===== config.mk =====
export PLATFORM = sky130hd
export DESIGN_NAME = rmtr_regs
export DESIGN_NICKNAME = d
export VERILOG_FILES = /design/src/rmtr_pkg.sv /design/src/rmtr_regs.sv
export SDC_FILE = /design/constraint.sdc
export NUM_CORES = 1
export LEC_CHECK = 0
export BUFFER_PORTS_ARGS = -buffer_cell sky130_fd_sc_hd__buf_2
export CAP_MARGIN = 10
export CORE_UTILIZATION = 30
export CTS_CLUSTER_SIZE = 14
export DETAILED_ROUTE_END_ITERATION = 7
export PLACE_DENSITY = 0.53
export SYNTH_ARGS = -nofsm -noshare
export SYNTH_HDL_FRONTEND = slang
export SYNTH_SLANG_ARGS = --single-unit

===== constraint.sdc =====
create_clock -name sys_clk -period 1.22 [get_ports sys_clk]
set_clock_uncertainty 0.2 [all_clocks]
set_input_delay 0.183 -clock sys_clk [delete_from_list [all_inputs] [get_ports sys_clk]]
set_output_delay 0.183 -clock sys_clk [all_outputs]
set_load 0.01 [all_outputs]

===== src/rmtr_pkg.sv =====
// package for the regulator mode and transition register bank
package rmtr_pkg;
  // register addresses
  localparam logic [7:0] RMTR_ADDR_MODE_SRC  = 8'h02;
  localparam logic [7:0] RMTR_ADDR_TRANS_DIS = 8'h03;
  // mode_source_config field positions
  localparam int RMTR_MS_LOW_MODE_BIT  = 0;
  localparam int RMTR_MS_HIGH_MODE_BIT = 1;
  localparam int RMTR_MS_OVR_LSB       = 2;
  localparam int RMTR_MS_SRC_SEL_BIT   = 4;
  localparam int RMTR_MS_RSVD5_BIT     = 5;
  // transition_discharge_control field positions
  localparam int RMTR_TD_SLEW_LSB      = 0;
  localparam int RMTR_TD_INREG_BIT     = 5;
  localparam int RMTR_TD_PULLDOWN_BIT  = 6;
  localparam int RMTR_TD_TRIGGER_BIT   = 7;
  // override codes
  localparam logic [1:0] RMTR_OVR_DEFER  = 2'h0;
  localparam logic [1:0] RMTR_OVR_FORCED = 2'h2;
  // values after reset
  localparam logic [1:0] RMTR_RST_OVR      = 2'h0;
  localparam logic       RMTR_RST_SRC_SEL  = 1'b0;
  localparam logic       RMTR_RST_LOW_MODE = 1'b0;
  localparam logic       RMTR_RST_HI_MODE  = 1'b0;
  localparam logic       RMTR_RST_RSVD5    = 1'b1;
  localparam logic       RMTR_RST_PULLDOWN = 1'b1;
  localparam logic [2:0] RMTR_RST_SLEW     = 3'h0;
  // stages of the pin synchroniser
  localparam int RMTR_SYNC_STAGES = 3;

  // writable state of both registers
  typedef struct packed {
    logic       trigger;
    logic       pulldown_en;
    logic [2:0] slew;
    logic       src_sel;
    logic [1:0] ovr;
    logic       high_mode;
    logic       low_mode;
  } rmtr_regs_s;

  // pins from the analog side, synchronised as one group
  typedef struct packed {
    logic volt_select;
    logic reg_enabled;
    logic in_reg;
    logic cur_limit;
  } rmtr_pins_s;

  // slew step multiple of 0.15 mV/us for rising transitions
  function automatic logic [5:0] rmtr_slew_mult(input logic [2:0] code);
    case (code)
      3'h0:    rmtr_slew_mult = 6'h01;
      3'h1:    rmtr_slew_mult = 6'h02;
      3'h2:    rmtr_slew_mult = 6'h04;
      3'h3:    rmtr_slew_mult = 6'h08;
      3'h4:    rmtr_slew_mult = 6'h10;
      3'h5:    rmtr_slew_mult = 6'h20;
      default: rmtr_slew_mult = 6'h20;
    endcase
  endfunction
endpackage


===== src/rmtr_regs.sv =====
// register bank for regulator mode selection, output transitions and discharge
// How it works
// - override 00 defers to the per-source bits, 10 forces fixed frequency, 01 and 11 allow light-load mode.
// - when deferring, the high-select mode bit picks the mode while the high select setting governs the output.
// - when deferring, the low-select mode bit picks the mode while the select input is low.
// - writing one to the trigger starts a transition when the source select bit is zero.
// - the trigger bit clears itself once the started transition completes.
// - the output pull-down is on only when its enable is set and the regulator is disabled.
// - the in-regulation flag reads one in regulation and zero when out of regulation or in current limit.
// - a three-bit slew field sets the ramp rate for rising transitions only.
// - slew codes 000 to 101 give 0.15 to 4.80 mV/us, doubling per step.
// - the mode and source select register answers at address 02.
// - the trigger, discharge, flag and slew register answers at address 03.
`timescale 1ns/1ps
module rmtr_regs
  import rmtr_pkg::*;
#(
  parameter int SYNC_STAGES = RMTR_SYNC_STAGES  // flip-flops on each pin
)
(
  input  wire logic       sys_clk,
  input  wire logic       arst_n,
  input  wire logic [7:0] reg_addr,
  input  wire logic [7:0] reg_wdata,
  input  wire logic       reg_wr,
  input  wire logic       reg_rd,
  output logic      [7:0] reg_rdata,
  input  wire logic       voltage_select_input,
  input  wire logic       regulator_enabled,
  input  wire logic       output_in_reg,
  input  wire logic       current_limit,
  input  wire logic       transition_done,
  output logic            transition_start,
  output logic            forced_fixed_freq,
  output logic            high_select_active,
  output logic            off_pulldown_on,
  output logic      [2:0] rise_slew_code,
  output logic      [5:0] rise_slew_mult,
  output logic            in_regulation_flag
);
  import rmtr_pkg::*;

  // refuse settings the fixed logic cannot serve
  if (SYNC_STAGES != 3) begin : g_bad_sync
    $error("rmtr_regs: only a three-stage pin synchroniser is built");
  end
  if (RMTR_MS_OVR_LSB + 2 > RMTR_MS_SRC_SEL_BIT) begin : g_bad_ovr
    $error("rmtr_regs: override field overlaps the source select bit");
  end
  if (RMTR_TD_SLEW_LSB + 3 > RMTR_TD_INREG_BIT) begin : g_bad_slew
    $error("rmtr_regs: slew field overlaps the in-regulation bit");
  end

  rmtr_regs_s regs_q, regs_d;
  rmtr_pins_s pins_raw;
  rmtr_pins_s sync1_q, sync2_q, sync3_q, pins_q;
  rmtr_pins_s pins_d;
  logic [7:0] rdata_q, rdata_d;
  logic       start_q, start_d;
  logic [7:0] mode_src_val;
  logic [7:0] trans_val;
  logic       wr_mode_src;
  logic       wr_trans;
  logic       trig_accept;
  logic [1:0] hit;

  // pins gathered into one group
  assign pins_raw = '{volt_select: voltage_select_input,
                      reg_enabled: regulator_enabled,
                      in_reg:      output_in_reg,
                      cur_limit:   current_limit};

  // filtered pins follow once stages two and three agree
  always_comb begin
    pins_d = pins_q;
    for (int i = 0; i < $bits(rmtr_pins_s); i++) begin
      if (sync2_q[i] == sync3_q[i]) begin
        pins_d[i] = sync3_q[i];
      end
    end
  end

  // three-stage synchroniser and filtered pin state
  always_ff @(posedge sys_clk or negedge arst_n) begin
    if (!arst_n) begin
      sync1_q <= '0;
      sync2_q <= '0;
      sync3_q <= '0;
      pins_q  <= '0;
    end else begin
      sync1_q <= pins_raw;
      sync2_q <= sync1_q;
      sync3_q <= sync2_q;
      pins_q  <= pins_d;
    end
  end

  // one-hot hit of the two mapped addresses
  function automatic logic [1:0] addr_hit(input logic [7:0] addr);
    addr_hit    = 2'h0;
    addr_hit[0] = (addr == RMTR_ADDR_MODE_SRC);
    addr_hit[1] = (addr == RMTR_ADDR_TRANS_DIS);
  endfunction

  // address decode of the two registers
  assign hit         = addr_hit(reg_addr);
  assign wr_mode_src = reg_wr && hit[0];
  assign wr_trans    = reg_wr && hit[1];
  assign trig_accept = wr_trans && reg_wdata[RMTR_TD_TRIGGER_BIT] && !regs_q.src_sel;

  // register writes, trigger set and self clear
  always_comb begin
    regs_d  = regs_q;
    start_d = 1'b0;
    if (wr_mode_src) begin
      regs_d.low_mode  = reg_wdata[RMTR_MS_LOW_MODE_BIT];
      regs_d.high_mode = reg_wdata[RMTR_MS_HIGH_MODE_BIT];
      regs_d.ovr       = reg_wdata[RMTR_MS_OVR_LSB +: 2];
      regs_d.src_sel   = reg_wdata[RMTR_MS_SRC_SEL_BIT];
    end
    if (wr_trans) begin
      regs_d.pulldown_en = reg_wdata[RMTR_TD_PULLDOWN_BIT];
      regs_d.slew        = reg_wdata[RMTR_TD_SLEW_LSB +: 3];
    end
    if (transition_done) begin
      regs_d.trigger = 1'b0;
    end
    if (trig_accept) begin
      regs_d.trigger = 1'b1;                               // set wins over clear
      start_d        = 1'b1;
    end
  end

  // register state
  always_ff @(posedge sys_clk or negedge arst_n) begin
    if (!arst_n) begin
      regs_q <= '{trigger:     1'b0,
                  pulldown_en: RMTR_RST_PULLDOWN,
                  slew:        RMTR_RST_SLEW,
                  src_sel:     RMTR_RST_SRC_SEL,
                  ovr:         RMTR_RST_OVR,
                  high_mode:   RMTR_RST_HI_MODE,
                  low_mode:    RMTR_RST_LOW_MODE};
      start_q <= 1'b0;
    end else begin
      regs_q  <= regs_d;
      start_q <= start_d;
    end
  end

  // read values; reserved bits show their reset values
  always_comb begin
    mode_src_val                                = 8'h00;
    mode_src_val[RMTR_MS_LOW_MODE_BIT]          = regs_q.low_mode;
    mode_src_val[RMTR_MS_HIGH_MODE_BIT]         = regs_q.high_mode;
    mode_src_val[RMTR_MS_OVR_LSB +: 2]          = regs_q.ovr;
    mode_src_val[RMTR_MS_SRC_SEL_BIT]           = regs_q.src_sel;
    mode_src_val[RMTR_MS_RSVD5_BIT]             = RMTR_RST_RSVD5;
    trans_val                                   = 8'h00;
    trans_val[RMTR_TD_SLEW_LSB +: 3]            = regs_q.slew;
    trans_val[RMTR_TD_INREG_BIT]                = in_regulation_flag;
    trans_val[RMTR_TD_PULLDOWN_BIT]             = regs_q.pulldown_en;
    trans_val[RMTR_TD_TRIGGER_BIT]              = regs_q.trigger;
  end

  // registered read data, zero for other addresses
  always_comb begin
    rdata_d = rdata_q;
    if (reg_rd) begin
      case (hit)
        2'h1:    rdata_d = mode_src_val;
        2'h2:    rdata_d = trans_val;
        default: rdata_d = 8'h00;
      endcase
    end
  end

  // read data register
  always_ff @(posedge sys_clk or negedge arst_n) begin
    if (!arst_n) begin
      rdata_q <= 8'h00;
    end else begin
      rdata_q <= rdata_d;
    end
  end

  // mode selection
  always_comb begin
    high_select_active = pins_q.volt_select;
    if (regs_q.ovr == RMTR_OVR_DEFER) begin
      forced_fixed_freq = pins_q.volt_select ? regs_q.high_mode
                                             : regs_q.low_mode;
    end else begin
      forced_fixed_freq = (regs_q.ovr == RMTR_OVR_FORCED);
    end
  end

  // outputs to the analog side
  assign off_pulldown_on    = regs_q.pulldown_en && !pins_q.reg_enabled;
  assign in_regulation_flag = pins_q.in_reg && !pins_q.cur_limit;
  assign rise_slew_code     = regs_q.slew;
  assign rise_slew_mult     = rmtr_slew_mult(regs_q.slew);
  assign transition_start   = start_q;
  assign reg_rdata          = rdata_q;
endmodule // rmtr_regs


==> results.cfg <==
[setup_path]
reg2reg_from = high_select_active
cp-startpoint = high_select_active
path_class = reg2out
arrival_ns = 1.16
crit_path_start_kind = flip-flop
endpoint_kind = output port
crit_fanout = 3
cp.required_ns = 0.84

[finish]
n_antenna_cell = 0
final_cell_mix = 36 x buf_2, 31 x dfrtp_1, 18 x buf_6
nNetsFinal = 216
area_growth_pct = 71.27
layout.cells.non_filler = 242
fin_util = 0.5379
layout_commonest_cell = buf_2
drive_gt1_frac = 0.6105

[clock_network]
cts_sinks = 35
h-tree-depth = 2
tritoncts = built
clk_pin_slew_worst_paths_ns = 0.07
clock_path_buffers = 2
cts-root-buf = clkbuf_8
cts_buffers = 5
clk-insertion-delay-late_ns = 0.28

[sta]
tightest_slew_ns = 0.3812
hold_viol = 0
fmax_ghz = 0.6498
drv_slew = 0
relSlewSlack = 0.7459
rsz0062_at_grt = yes
whs_ns = 0.09609
setup_ws_ns = -0.3188
min_period_over_period = 1.261
finalSetupViolations = 32
fin_crit_ns = 1.539
tns_ns = -4.954

[synthesis]
syn_area_um2 = 1368
avgSynthCellArea_um2 = 13.02
ys_seq_area_frac = 0.6414
ys_ff_latch = 35
netlist_instances = 105
synth_cell_type_count = 26
synth.net_count = 132
yosysWarnings = 0

[global_routing]
gr-total-overflow = 0
grt_pass1_wl_um = 5844
grt_max_degree = 16
antenna_found_initial = 0
grt_pass1_vias = 1208
grtUsageTotal = 0.1566

[detailed_routing]
avgViaCountPerCell = 4.500
wl_per_cell_um = 13.72
drc_errors = 0
vias = 1089
drt_iter0_drc = 14
wl_um = 3321
drtPass1Iterations = 4
ant_nets = 0

[place]
dp_slack_ns = -0.4951
gp_congestion = 0.7576
io_buffers = 45
dp_cells = 208
place_hpwl_um = 2184

[run_status]
violations = negative setup slack
status = complete, but fails checks

[floorplan]
ioPinCount = 47
num_rows = 24
die_area_um2 = 4832
initial_core_util = 0.3141
die_y_um = 69.52
core_area_um2 = 4354
die_width_um = 69.52

[pwr]
p_per_area_nw_per_um2 = 1195
pwr-share-clk = 0.438
power.internal_mw = 2.223
power.leakage_nw = 1.119
vdd.ir_drop.worst_mv = 0.7998
p_switching_mw = 0.5752
p_comb_frac = 0.115
switching_share = 0.2056
p_seq_frac = 0.447

[run]
maxCapViolCount = 0

[hold_path]
hold_start = reg_rd
holdCritPathClass = in2reg
[synth_stat cells]
master	instances	area, um^2
and2_1	1	6.260
mux2_2	9	101.4
dfrtp_1	34	850.8
clkbuf_1	1	3.750
nor2_1	2	7.510
o32ai_1	1	8.760
o21ai_0	2	10.01
nor3b_1	3	22.52
nand3_1	4	20.02
dfstp_2	1	26.28
ha_1	2	25.02
nand2b_1	2	12.51
maj3_1	4	40.04
nor3_1	2	10.01
inv_1	11	41.29
a22oi_1	3	22.52
buf_4	3	22.52
nand4_1	2	12.51
and3b_1	1	8.760
a211oi_1	1	7.510
o22ai_1	6	37.54
a21oi_1	1	5.000
o21a_1	1	7.510
nand2_1	3	11.26
nor4_4	1	21.27
nor2b_1	4	25.02
[flip-flops by register name, summed over array words and instances (netlist names)]
| register | cells |
|---|---|
| reg_rdata | 8 |
| mode_src_val | 5 |
| sync2_q | 4 |
| pins_q | 3 |
| high_select_active | 1 |
| rise_slew_code | 3 |
| transition_start | 1 |
| regs_q | 2 |
| sync1_q | 4 |
| sync3_q | 4 |
[cells by family after synthesis]
kind of cell | synth area share
muxes | 0.07411
AOI/OAI and AO/OA | 0.07228
adders and majority gates | 0.04757
and+or+nand+nor | 0.1153
buffers and inverters | 0.04940
DFF | 0.6414
[power groups by stage]
stage	clock network (mW)	logic (mW)	registers, mW
floorplan	0	0.0736	1.26
global placement	0	0.194	1.26
detailed placement	0	0.200	1.27
CTS	1.27	0.306	1.25
global route	1.33	0.352	1.26
finish	1.23	0.322	1.25
[worst max-delay path: stages (launching register included)]
cell     delay (ns)
dfrtp_1        0.41
buf_4          0.15
buf_6          0.10
buf_6          0.10
buf_6          0.11
[area by class of cell]
class                   instances  area (um^2)
well taps                      52        65.06
fillers                       384         2012
multi-input cells              55        573.1
clock inverters                 3        67.56
repair buffers                 81        645.6
inverters                      11        41.29
clock buffers                   5        68.82
flip-flops and latches         35        880.8
[final timing paths]
path,slack (ns),cells past startpoint,endpoint
worst max-delay path,-0.32,4,high_select_active
worst min-delay path,0.1,2,reg_rdata[7]
worst max register to register,-0.17,4,high_select_active
worst min register to register,0.15,0,sync2_q[1]
max in group asynchronous,0.28,3,rise_slew_code[2]
min in group asynchronous,0.15,2,sync3_q[2]
[metal layers]
layer	wire, um	global-route usage
met1	1388	0.1890
met2	1769	0.2632
met3	148	0.05814
met4	14	0.04082
met5	0	0
[stage by stage]
step	area [um^2]	total power, mW
2_1_floorplan	1408	1.331
3_3_place_gp	1772	1.456
3_5_place_dp	1772	1.465
4_1_cts	2295	2.818
5_1_grt	2342	2.935
6_report	2342	2.798
[what timing repair did]
| item | 4_1_cts | 5_1_grt |
|---|---|---|
| hold buffers | 14 | 0 |
| gates resized for setup | 39 | 9 |
| buffers inserted | 11 | 4 |
| pin swaps | 12 | 8 |
| hold endpoints to repair | 50 | 0 |
| setup endpoints to repair | 33 | 39 |
(Power assumes the default switching activity.)
